<file path="config.mk">
export PLATFORM = sky130hd
export DESIGN_NAME = trg_health_gate
export DESIGN_NICKNAME = d
export VERILOG_FILES = /design/src/trg_pkg.sv /design/src/trg_stream_if.sv /design/src/trg_buf.sv /design/src/trg_health_gate.sv
export VERILOG_INCLUDE_DIRS = /design/src
export SDC_FILE = /design/constraint.sdc
export NUM_CORES = 1
export LEC_CHECK = 0
export BUFFER_PORTS_ARGS = -buffer_cell sky130_fd_sc_hd__buf_4
export CAP_MARGIN = 20
export CORE_UTILIZATION = 50
export DETAILED_ROUTE_END_ITERATION = 7
export PLACE_DENSITY = 0.7
export SKIP_CTS_REPAIR_TIMING = 1
export SYNTH_ARGS = -nofsm -noshare
export SYNTH_HDL_FRONTEND = slang
export SYNTH_SLANG_ARGS = --single-unit
</file>
<file path="constraint.sdc">
create_clock -name CLK_I -period 2.6 [get_ports CLK_I]
set_input_delay 0.13 -clock CLK_I [delete_from_list [all_inputs] [get_ports CLK_I]]
set_output_delay 0.13 -clock CLK_I [all_outputs]
set_load 0.05 [all_outputs]
</file>
<file path="src/trg_defs.svh">
// constants of the random number health gate
`ifndef TRG_DEFS_SVH
`define TRG_DEFS_SVH

// ------------------------------------------------------------
// word width and last bit index
// ------------------------------------------------------------
`define TRG_WORD_W    32
`define TRG_IDX_LAST  5'h1f

// ------------------------------------------------------------
// health test limits
// ------------------------------------------------------------
`define TRG_REP_LIMIT 6'h20
`define TRG_WIN_LAST  10'h3ff
`define TRG_ONES_MIN  11'h1b0
`define TRG_ONES_MAX  11'h250

`endif

</file>
<file path="src/trg_pkg.sv">
// types shared by the random number health gate
`include "trg_defs.svh"

package trg_pkg;

	// ------------------------------------------------------------
	// gate state machine
	// ------------------------------------------------------------
	typedef enum logic [1:0] {
		TRG_ST_STARTUP,
		TRG_ST_RUN,
		TRG_ST_FAIL
	} trg_state_t;

	typedef logic [`TRG_WORD_W-1:0] trg_word_t;

	// ------------------------------------------------------------
	// whole state of the gate
	// ------------------------------------------------------------
	typedef struct packed {
		trg_state_t  st;
		logic        last_bit;
		logic [5:0]  rep_cnt;
		logic [9:0]  win_cnt;
		logic [10:0] ones_cnt;
		logic        half;
		logic        first_bit;
		logic [4:0]  bit_idx;
		trg_word_t   word;
		logic        push;
		logic        ok;
		logic        sticky;
	} trg_gate_t;

	// ------------------------------------------------------------
	// whole state of the two-entry buffer
	// ------------------------------------------------------------
	typedef struct packed {
		trg_word_t [1:0] mem;
		logic            wr_idx;
		logic            rd_idx;
		logic [1:0]      cnt;
		logic            vld;
		logic            rdy;
		trg_word_t       dout;
	} trg_buf_t;

endpackage

</file>
<file path="src/trg_stream_if.sv">
// word stream between the gate and its output buffer
`timescale 1ns/1ps

interface trg_stream_if;
	import trg_pkg::*;
	trg_word_t data;
	logic      valid;
	logic      ready;
	logic      flush;

	modport src (output data, output valid, output flush, input ready);
	modport snk (input data, input valid, input flush, output ready);
endinterface
</file>
<file path="src/trg_buf.sv">
// two-entry output buffer with flush
`timescale 1ns/1ps

module trg_buf
	import trg_pkg::*;
(
	input  wire logic  clk_i,
	input  wire logic  rst_n_i,
	trg_stream_if.snk  in_if,
	output trg_word_t  dout_o,
	output logic       vld_o,
	input  wire logic  rdy_i
);

	localparam trg_buf_t RST = '{mem: '0, wr_idx: 1'b0, rd_idx: 1'b0, cnt: 2'h0,
		vld: 1'b0, rdy: 1'b1, dout: '0};

	trg_buf_t q;
	trg_buf_t n;
	logic     push;
	logic     pop;

	// ------------------------------------------------------------
	// next state: ready and data out are registered so the top sees flops
	// ------------------------------------------------------------
	always_comb begin
		n = q;
		pop = q.vld & rdy_i;
		push = in_if.valid & q.rdy;
		if (pop) begin
			n.rd_idx = ~q.rd_idx;
		end
		if (push) begin
			n.mem[q.wr_idx] = in_if.data;
			n.wr_idx = ~q.wr_idx;
		end
		case ({push, pop})
			2'b10:   n.cnt = q.cnt + 2'h1;
			2'b01:   n.cnt = q.cnt - 2'h1;
			default: n.cnt = q.cnt;
		endcase
		// flush drops everything, a word pushed in the same cycle too
		if (in_if.flush) begin
			n.cnt = 2'h0;
			n.rd_idx = 1'b0;
			n.wr_idx = 1'b0;
		end
		n.vld = (n.cnt != 2'h0);
		n.rdy = (n.cnt != 2'h2);
		// an empty buffer shows zeros, so a flushed word never lingers on the pins
		n.dout = n.vld ? n.mem[n.rd_idx] : '0;
	end

	always_ff @(posedge clk_i or negedge rst_n_i) begin
		if (!rst_n_i) begin
			q <= RST;
		end else begin
			q <= n;
		end
	end

	assign in_if.ready = q.rdy;
	assign vld_o = q.vld;
	assign dout_o = q.dout;
endmodule

</file>
<file path="src/trg_health_gate.sv">
// health supervision and output gating of a physical random bit source
`timescale 1ns/1ps

`include "trg_defs.svh"

module trg_health_gate
	import trg_pkg::*;
(
	input  wire logic                  CLK_I,
	input  wire logic                  RESETN_I,
	input  wire logic                  RAW_BIT_I,
	input  wire logic                  RAW_VALID_I,
	input  wire logic                  FAIL_CLR_I,
	input  wire logic                  RND_READY_I,
	output logic [`TRG_WORD_W-1:0]     RND_DATA_O,
	output logic                       RND_VALID_O,
	output logic                       STAT_OK_O,
	output logic                       FAIL_STICKY_O
);

	localparam trg_gate_t RST = '{st: TRG_ST_STARTUP, last_bit: 1'b0, rep_cnt: 6'h00,
		win_cnt: 10'h000, ones_cnt: 11'h000, half: 1'b0, first_bit: 1'b0,
		bit_idx: 5'h00, word: '0, push: 1'b0, ok: 1'b0, sticky: 1'b0};

	trg_stream_if bif ();

	trg_gate_t   q;
	trg_gate_t   n;
	logic        rep_hit;
	logic        win_end;
	logic        win_bad;
	logic        fail_evt;
	logic        stall;
	logic [10:0] ones;

	// ------------------------------------------------------------
	// next state
	// ------------------------------------------------------------
	always_comb begin
		n = q;
		rep_hit = 1'b0;
		win_end = 1'b0;
		win_bad = 1'b0;
		ones = q.ones_cnt + {10'h000, RAW_BIT_I};
		stall = q.push & ~bif.ready;
		// a word taken by the buffer frees the holding register first
		if (q.push && bif.ready) begin
			n.push = 1'b0;
		end
		case (q.st)
			TRG_ST_STARTUP, TRG_ST_RUN: begin
				if (RAW_VALID_I) begin
					// run length of identical bits: a stuck source is a total failure
					n.last_bit = RAW_BIT_I;
					if (RAW_BIT_I == q.last_bit) begin
						n.rep_cnt = q.rep_cnt + 6'h01;
						rep_hit = (q.rep_cnt == (`TRG_REP_LIMIT - 6'h01));
					end else begin
						n.rep_cnt = 6'h01;
					end
					// ones count over a fixed window, checked at each window end
					if (q.win_cnt == `TRG_WIN_LAST) begin
						win_end = 1'b1;
						win_bad = (ones < `TRG_ONES_MIN) || (ones > `TRG_ONES_MAX);
						n.win_cnt = 10'h000;
						n.ones_cnt = 11'h000;
						if (!win_bad && (q.st == TRG_ST_STARTUP)) begin
							n.st = TRG_ST_RUN;
							n.ok = 1'b1;
						end
					end else begin
						n.win_cnt = q.win_cnt + 10'h001;
						n.ones_cnt = ones;
					end
					// word assembly only while open; bits arriving in a stall are lost
					// on purpose, since a live noise source cannot be paused
					if ((q.st == TRG_ST_RUN) && !stall) begin
						if (!q.half) begin
							n.first_bit = RAW_BIT_I;
							n.half = 1'b1;
						end else begin
							n.half = 1'b0;
							n.word = {q.word[`TRG_WORD_W-2:0], q.first_bit ^ RAW_BIT_I};
							n.bit_idx = q.bit_idx + 5'h01;
							if (q.bit_idx == `TRG_IDX_LAST) begin
								n.push = 1'b1;
							end
						end
					end
				end
			end
			TRG_ST_FAIL: begin
				// tests stay frozen until software asks for a fresh start-up test
				if (FAIL_CLR_I) begin
					n = RST;
					n.sticky = q.sticky;
				end
			end
			default: begin
				n.st = TRG_ST_FAIL;
				n.ok = 1'b0;
			end
		endcase
		fail_evt = rep_hit | (win_end & win_bad);
		// any failure closes the output and discards the unfinished word
		if (fail_evt) begin
			n.st = TRG_ST_FAIL;
			n.ok = 1'b0;
			n.push = 1'b0;
			n.half = 1'b0;
			n.bit_idx = 5'h00;
		end
		// set wins over a clear in the same cycle
		n.sticky = fail_evt | (q.sticky & ~FAIL_CLR_I);
	end

	// ------------------------------------------------------------
	// state register
	// ------------------------------------------------------------
	always_ff @(posedge CLK_I or negedge RESETN_I) begin
		if (!RESETN_I) begin
			q <= RST;
		end else begin
			q <= n;
		end
	end

	// ------------------------------------------------------------
	// output buffer: flush on failure drops the words still waiting; words read out before the failure cycle, even from the failing window, have left
	// ------------------------------------------------------------
	assign bif.data = q.word;
	assign bif.valid = q.push;
	assign bif.flush = fail_evt;

	trg_buf u_buf (
		.clk_i   (CLK_I),
		.rst_n_i (RESETN_I),
		.in_if   (bif),
		.dout_o  (RND_DATA_O),
		.vld_o   (RND_VALID_O),
		.rdy_i   (RND_READY_I)
	);

	assign STAT_OK_O = q.ok;
	assign FAIL_STICKY_O = q.sticky;
endmodule

</file>
# Word level (Yosys, flattened, before mapping)
# Cells that the tools add are included.
# W data, S select, Z words.
op_classes:
  add_sub_neg: 6
  magnitude_cmp: 5
  eq_ne: 20
  n_mux: 40
  bitwise: 12
  n_reduce_logical: 19
op_table:
  columns: ["cell", "count"]
  rows:
  - ["$pmux W68 S2", 1]
  - ["$mux W32", 4]
  - ["$mux W72", 1]
  - ["$mux W71", 1]
  - ["$mux W65", 1]
  - ["$bwmux W64", 1]
  - ["$mux W40", 1]
  - ["$mux W38", 1]
  - ["$demux W32 S1", 1]
  - ["$mux W21", 1]
  - ["$ne A3 B3 Y1 const B", 6]
  - ["$mux W1", 17]
  - ["$reduce_and A5 Y1", 3]
  - ["$ne A2 B2 Y1 const B", 6]
  - ["$add A11 B1 Y11", 1]
  - ["$gt A11 B10 Y1 const B", 1]
  - ["$lt A11 B9 Y1 const B", 1]
  - ["$add A10 B1 Y10 const B", 1]
  - ["$eq A10 B10 Y1 const B", 1]
  - ["$mux W2", 4]
  - ["$pmux W2 S2", 2]
  - ["$reduce_and A4 Y1", 2]
  - ["$add A6 B1 Y6 const B", 1]
  - ["$eq A6 B5 Y1 const B", 1]
  - ["25 further kinds", 42]
word_totals:
  register_bits: 174
  input_bits: 6
  output_inout_bits: 35
  word_cells: 122

# Depth between registers and ports, before layout
# Gate-level depths: netlist of the first run.
logic_depth:
  word_depth: 12
  mapped_depth: 10
  ltp_nobuf: 9

# Hierarchy
# A second synthesis of the first run with hierarchy kept.
unflattened:
  cells_unflattened: 648
  hier_area_um2: 8002.7
by_module_without_submodules:
  columns: ["mod", "instances", "cells_each", "area_each_um2", "seq_area_each_um2"]
  rows:
  - ["trg_buf", 1, 298, 4448.0, 2553.7]
  - ["trg_health_gate", 1, 350, 3554.7, 1776.7]

# Least setup slack after synthesis of the first run
# OpenSTA, ideal clock, no wires.
synth_path:
  kind: "register to register"
  start: "reg q[42] (netlist name)"
  end: "reg u_buf.q, in the netlist u_buf.dout_o[10]"
  setup_time_ps: 132
  arrival_time_ps: 2590
  required_time_ps: 2468
  slack_ps: -123
  stages_incl_launch_ff: 11
  n_path_buf: 1
  synth_period_minus_slack_ps: 2723
  path_cell_list: "dfrtp_1 > ha_1 > ha_1 > and4_4 > nand4_1 > xor2_1 > o2111a_1 > o21ai_1 > a311oi_4 > buf_6 > a211oi_2"
synth_lines:
  columns: ["item", "line", "rtl"]
  rows:
  - ["start: declaration", "trg_health_gate.sv:27", "trg_gate_t q;"]
  - ["start signal: assignment", "trg_health_gate.sv:124", "q <= n;"]
  - ["end signal: assignment", "trg_buf.sv:58", "q <= n;"]
  - ["end: declaration", "trg_buf.sv:18", "trg_buf_t q;"]

==> flow_metrics.py, run 1 <==
metrics = {
    "timing": {
        "fin_hold_ws_ns": 0.0662,
        "setup_viol": 32,
        "timing.final.crit_share_pct": 104,
        "rsz0062_at_grt": "true",
        "max_freq_ghz": 0.369,
        "tightest_slew_ns": 1.06,
        "setup_ws_ns": -0.107,
        "worst_slew_margin_rel_pct": 29.0,
        "maxSlewViolCount": 0,
        "skew_ns": 0.00638,
        "fin_crit_ns": 2.71,
        "finalHoldViolations": 0,
    },
    "finish": {
        "final_layout_size_suffix_gt1_share_pct": 29.4,
        "area_delta_synth_final_pct": 15.9,
        "fillCellCount": 1191,
        "layout.cells.non_filler": 902,
        "antenna_cells": 0,
        "fin_util_pct": 59.6,
        "multiInputGateArea_um2": 3090,
        "layout.nets": 693,
        "area.sequential_um2": 4330,
    },
    "setup_path": {
        "cp_max_fo": 8,
        "crit_arrival_ns": 3.01,
        "crit_required_ns": 2.90,
        "worst_setup_path_start_kind": "register",
        "path_class": "reg -> reg",
        "setup.worst_path.end_class": "register",
    },
    "logic_synthesis": {
        "synthArstFlopShare_pct": 100,
        "syn_nets": 663,
        "netlist_area_um2": 7880,
        "synth_seq_cells": 173,
        "syn_inst": 649,
        "synth-edff-count": 0,
        "syn-mean-instance-area_um2": 12.1,
        "ys.flop_type": "dfrtp_1",
        "yosysWarnings": 0,
        "synth_seq_area_share_pct": 55.0,
        "synth_cell_types": 58,
    },
    "clock_network": {
        "cts_root_buffer": "clkbuf_16",
        "numCtsBuffers": 17,
        "cts_tree": "built",
        "cts_htree_levels": 4,
        "clkSinkCount": 173,
        "clk_latency_ns": 0.43,
        "cts_buffer_depth": 2,
        "clkTransAtPathRegs_ns": 0.06,
    },
    "pwr": {
        "power_uw": 8520,
        "ir_drop_uv": 620,
        "p_leak_uw": 0.00466,
        "p_per_area_nw_per_um2": 933,
    },
    "global_route": {
        "antenna_found_initial": 0,
        "grt_max_degree": 75,
        "grt_first_pass_wirelength_mm": 26.4,
        "grt_use_total_pct": 21.0,
        "grt_pass1_vias": 5120,
        "overflow": 0,
    },
    "floorplan": {
        "die_width_um": 128,
        "dieHeight_um": 128,
        "rows": 45,
        "io_pins": 41,
        "core_area_um2": 15300,
        "start_util_pct": 51.4,
        "die_area_um2": 16300,
    },
    "route": {
        "drc_errors": 0,
        "dr.pass1.iters": 6,
        "drt-vias-per-instance": 5.66,
        "ant_nets": 0,
        "drt-total-wl_mm": 16.2,
        "wl_per_cell_um": 18.0,
        "via_count": 5106,
        "initialDrtViolationCount": 363,
    },
    "placement": {
        "hpwlAfterDp_mm": 9.80,
        "io_buffers": 40,
        "placed_cells": 862,
        "dpl_worst_slack_ns": -0.0785,
        "gp_congestion": 0.849,
    },
    "outcome": {
        "violations": "negative setup slack",
        "outcome": "finished, violations left",
    },
    "job": {
        "drv_cap": 0,
    },
    "worst_hold_path": {
        "hold_class": "in -> reg",
    },
}
final timing paths:
kind | start | slack, ns | cells after the start | endpoint
worst min-delay path | FAIL_CLR_I | 0.07 | 3 | FAIL_STICKY_O$_DFF_PN0_
min in group asynchronous | RESETN_I | 0.29 | 2 | u_buf.q[46]$_DFF_PN0_
worst max register to register | q[42]$_DFFE_PN0P_ | -0.11 | 11 | u_buf.dout_o[28]$_DFF_PN0_
worst max-delay path | q[42]$_DFFE_PN0P_ | -0.11 | 11 | u_buf.dout_o[28]$_DFF_PN0_
max in group asynchronous | RESETN_I | 1.49 | 3 | q[41]$_DFFE_PN0P_
worst min register to register | u_buf.q[40]$_DFF_PN0_ | 0.50 | 1 | u_buf.q[40]$_DFF_PN0_
cells by family after synthesis:
group	Yosys count	synth area share (%)
AO/OA/AOI/OAI	147	16.2
XOR/XNOR	16	1.87
adder cells (fa/ha/maj)	8	1.27
buffers and inverters	105	7.21
flip-flops	173	55.0
multiplexers	66	8.91
AND/OR/NAND/NOR	134	9.53
layout by cell type (no fill, tap or decap), types with 4 or more instances in the layout:
cell type	netlist	routed
o21ai_0	33	33
nand3_1	10	9
a21oi_1	8	6
a31oi_1	6	6
xnor2_1	7	5
xor2_1	8	6
nand4_1	4	4
nor2b_1	4	4
nor2_1	24	23
nor3b_1	33	33
mux2_2	33	33
inv_1	37	37
buf_12	0	6
and3_1	7	7
buf_4	33	62
dfrtp_1	172	172
a211oi_2	29	32
a22o_1	42	42
mux2i_1	33	33
nand2_1	33	33
buf_6	6	5
clkinvlp_4	0	4
ha_1	8	6
clkbuf_16	0	20
per-layer routing:
metal	global-route usage (%)	up-vias	wire length (µm)
li1	-	2342	-
met1	28.7	2609	7540
met2	32.8	122	7680
met3	4.52	33	588
met4	7.91	0	392
met5	0	-	0
stage by stage:
stage	setup TNS (ns)	instance area (µm²)
2_1_floorplan	0	7900
3_3_place_gp	0	8340
3_5_place_dp	-2.08	8340
4_1_cts	-2.64	8890
5_1_grt	-6.61	9130
6_report	-2.93	9130
cells in the mapped netlist (4+ instances only):
cell type | n | share of area (%)
buf_4 | 33 | 3.1
xnor2_1 | 7 | 0.78
xor2_1 | 8 | 0.89
nor2b_1 | 4 | 0.32
nor3b_1 | 33 | 3.1
nand4_1 | 4 | 0.32
a211oi_1 | 4 | 0.38
nand2_1 | 33 | 1.6
and3_1 | 7 | 0.56
ha_1 | 8 | 1.3
a21oi_1 | 8 | 0.51
a31oi_1 | 6 | 0.48
dfrtp_1 | 172 | 55
buf_1 | 4 | 0.19
nand3_1 | 10 | 0.64
clkbuf_1 | 20 | 0.95
a22o_1 | 42 | 4.7
mux2i_1 | 33 | 4.2
mux2_2 | 33 | 4.7
a211oi_2 | 29 | 4.6
nor2_1 | 24 | 1.1
buf_6 | 6 | 0.86
inv_1 | 37 | 1.8
o21ai_0 | 33 | 2.1
report_power, final:
part | total, µW | switching, µW | internal [µW]
combinational | 3010 | 1740 | 1270
sequential | 3120 | 152 | 2970
clock | 2380 | 1070 | 1320
sequential cells by signal (all words and copies together) (netlist names):
name,count
bif.valid,1
u_buf.dout_o,32
u_buf.vld_o,1
u_buf.q,68
FAIL_STICKY_O,1
bif.data,32
q,37
u_buf.in_if.ready,1
worst max-delay path, cell delays in order, from the launching register on:
cell and delay, ns:
dfrtp_1 0.40, ha_4 0.16, ha_4 0.14, and4_4 0.24, nand4_1 0.15, xor2_2 0.25, a2111oi_4 0.33, o21ai_2 0.14
a311oi_4 0.35, buf_12 0.20, buf_16 0.15, a211oi_2 0.07
cell type report:
| type | instances | area share, % |
|---|---|---|
| flip-flops and latches | 173 | 47.4 |
| multi-input cells | 371 | 33.8 |
| repair buffers | 78 | 8.27 |
| clock buffers | 18 | 4.70 |
| well taps | 211 | 2.89 |
| inverters | 38 | 1.56 |
| clock inverters | 13 | 1.30 |
Power figures use the tool's default switching activity.
==> inputs of run 2 (changes only) <==
Settings changed: BUFFER_PORTS_ARGS -buffer_cell sky130_fd_sc_hd__buf_4 to unset, DONT_BUFFER_PORTS set to 1, PLACE_DENSITY 0.7 to 0.68, RECOVER_POWER set to 25.
==> run 2 against run 1 <==
The flow finishes with violations (negative hold slack, negative setup slack). Clock-buffer cell count rose by 1. Non-clock buffer count is 46 lower. Die area unchanged. Cell count down 5.0%. Core utilization is 2.0 points lower. First-iteration DRC count rose by 16%. Critical path depth unchanged. Via count decreased by 2.4%. Design area down 3.4%. Largest power group unchanged.
==> flow_metrics.py, run 2 (synthesis results as in run 1) <==
metrics = {
    "global_route": {
        "grt_max_degree": 174,
        "grt_first_pass_wirelength_mm": 25.9,
        "grt_pass1_vias": 5063,
        "grt_use_total_pct": 20.3,
        "overflow": 0,
        "antenna_found_initial": 0,
    },
    "finish": {
        "final_layout_size_suffix_gt1_share_pct": 24.3,
        "final_common_cell": "dfrtp_1",
        "area.sequential_um2": 4330,
        "largestRegisters": "u_buf.q x68, q x37",
        "final_cell_mix": "dfrtp_1 (172), a22o_1 (42), inv_1 (37)",
        "antenna_cells": 0,
        "area_delta_synth_final_pct": 11.9,
        "layout.nets": 647,
        "postLayoutCellArea_um2": 8820,
        "regMostFlops": "u_buf.q",
        "largest_reg_flops": 68,
        "fillCellCount": 1224,
        "multiInputGateArea_um2": 3100,
    },
    "placement": {
        "dpl_worst_slack_ns": -0.0914,
        "hpwlAfterDp_mm": 9.20,
        "place_area_um2": 8030,
        "gp_congestion": 0.851,
        "io_buffers": 0,
    },
    "setup_path": {
        "r2r_start": "q[42]$_DFFE_PN0P_",
        "cpPeakStageDelay_ns": 0.38,
        "worst_setup_path_start_kind": "register",
        "rr_worst_depth": 11,
        "r2r_setup_slack_ns": -0.13,
        "cp_slowest_cell": "dfrtp_1",
        "crit_required_ns": 2.89,
        "crit_chain": "ha_4 -> ha_4 -> and4_4 -> nand4_1 -> xor2_2 -> o2111a_1 -> o21ai_2 -> a311oi_4 -> buf_6 -> clkbuf_16 -> a211oi_2",
        "setup.worst_path.end_class": "register",
        "path_class": "reg -> reg",
        "cp_max_fo": 8,
        "crit_top_cell": "ha_4",
        "crit_arrival_ns": 3.02,
        "worstReg2RegEnd": "u_buf.dout_o[25]$_DFF_PN0_",
    },
    "floorplan": {
        "rows": 45,
        "core_area_um2": 15300,
        "start_util_pct": 51.4,
        "die_width_um": 128,
        "dieHeight_um": 128,
        "die_area_um2": 16300,
        "io_pins": 41,
    },
    "timing": {
        "tightest_slew_ns": 0.920,
        "skew_ns": 0.00738,
        "maxSlewViolCount": 0,
        "setup_ws_ns": -0.126,
        "fin_setup_tns_ns": -3.36,
        "fin_hold_ws_ns": -0.593,
        "fin_crit_ns": 2.73,
        "max_freq_ghz": 0.367,
        "worst_slew_margin_rel_pct": 38.7,
        "setup_viol": 33,
        "timing.final.crit_share_pct": 105,
        "rsz0062_at_grt": "true",
        "finalHoldViolations": 173,
    },
    "clock_network": {
        "cts_tree": "built",
        "clkSinkCount": 173,
        "cts_root_buffer": "clkbuf_16",
        "cts_htree_levels": 4,
        "clk_latency_ns": 0.42,
        "cts_buffer_depth": 2,
        "clkTransAtPathRegs_ns": 0.06,
        "numCtsBuffers": 17,
    },
    "route": {
        "drt-vias-per-instance": 5.81,
        "ant_nets": 0,
        "dr.pass1.iters": 5,
        "initialDrtViolationCount": 422,
        "drc_errors": 0,
        "drt-total-wl_mm": 15.6,
        "via_count": 4983,
        "wl_per_cell_um": 18.2,
    },
    "outcome": {
        "violations": "negative hold slack, negative setup slack",
        "outcome": "finished, violations left",
    },
    "job": {
        "drv_cap": 0,
    },
    "pwr": {
        "p_per_area_nw_per_um2": 941,
        "power_uw": 8300,
        "p_leak_uw": 0.00445,
        "ir_drop_uv": 544,
    },
    "worst_hold_path": {
        "hold_class": "in -> async",
    },
}
==> run 2: cell types whose count changed in the layout (fill, tap and decap cells not counted), moves of 2 or more <==
cell / change
bufinv_16: +2
buf_4: -44
buf_6: -3
dlygate4sd3_1: +2
clkinvlp_4: -2
==> run 2: layout make-up <==
type / count / share of cell area, %
clock buffer: 19 / 5.02
multi-input combinational: 371 / 35.1
inverter: 38 / 1.62
clock inverter: 13 / 1.86
sequential: 173 / 49.1
tap: 211 / 2.99
timing repair buffer: 32 / 4.28
==> run 2: through the flow <==
step                      hold WS (ns)  cells  util [%]
after floorplan                 -0.166    649         -
after global placement          -0.160    819      52.4
after detailed placement        -0.162    819      52.4
after CTS                       -0.616    851      56.4
after global routing            -0.622    857      57.6
final                           -0.593    857      57.6
==> run 2: worst max-delay path by stage <==
stage,start,end,slack (ns)
6_report,q[42]$_DFFE_PN0P_,u_buf.dout_o[25]$_DFF_PN0_,-0.13
3_5_place_dp,q[42]$_DFFE_PN0P_,u_buf.dout_o[2]$_DFF_PN0_,-0.09
5_1_grt,q[42]$_DFFE_PN0P_,u_buf.dout_o[12]$_DFF_PN0_,-0.24
4_1_cts,q[42]$_DFFE_PN0P_,u_buf.dout_o[2]$_DFF_PN0_,-0.11
3_3_place_gp,q[42]$_DFFE_PN0P_,u_buf.dout_o[2]$_DFF_PN0_,-0.02
2_1_floorplan,q[42]$_DFFE_PN0P_,u_buf.in_if.ready$_DFF_PN1_,0.01
==> run 2: report_power, final <==
group / total, µW / switching [µW] / internal [µW]
clock network: 2590 / 1050 / 1540
logic: 2000 / 1030 / 972
registers: 3710 / 745 / 2960
total: 8300 / 2830 / 5480
==> run 2: per-layer routing <==
metal / global-route usage, % / wire (µm) / up-vias
met4: 6.16 / 181 / 0
li1: - / - / 2260
met1: 27.1 / 7250 / 2588
met2: 33.1 / 7540 / 114
met3: 4.73 / 640 / 21
met5: 0 / 0 / -
==> run 2: critical path: cells and delay by family, from the launching register on <==
kind	cells	cell delay (ns)
AOI/OAI and AO/OA	4	0.77
xor gates and xnor gates	1	0.36
buffers and inverters	2	0.38
and+or+nand+nor	2	0.39
DFF	1	0.38
adders and majority gates	2	0.31
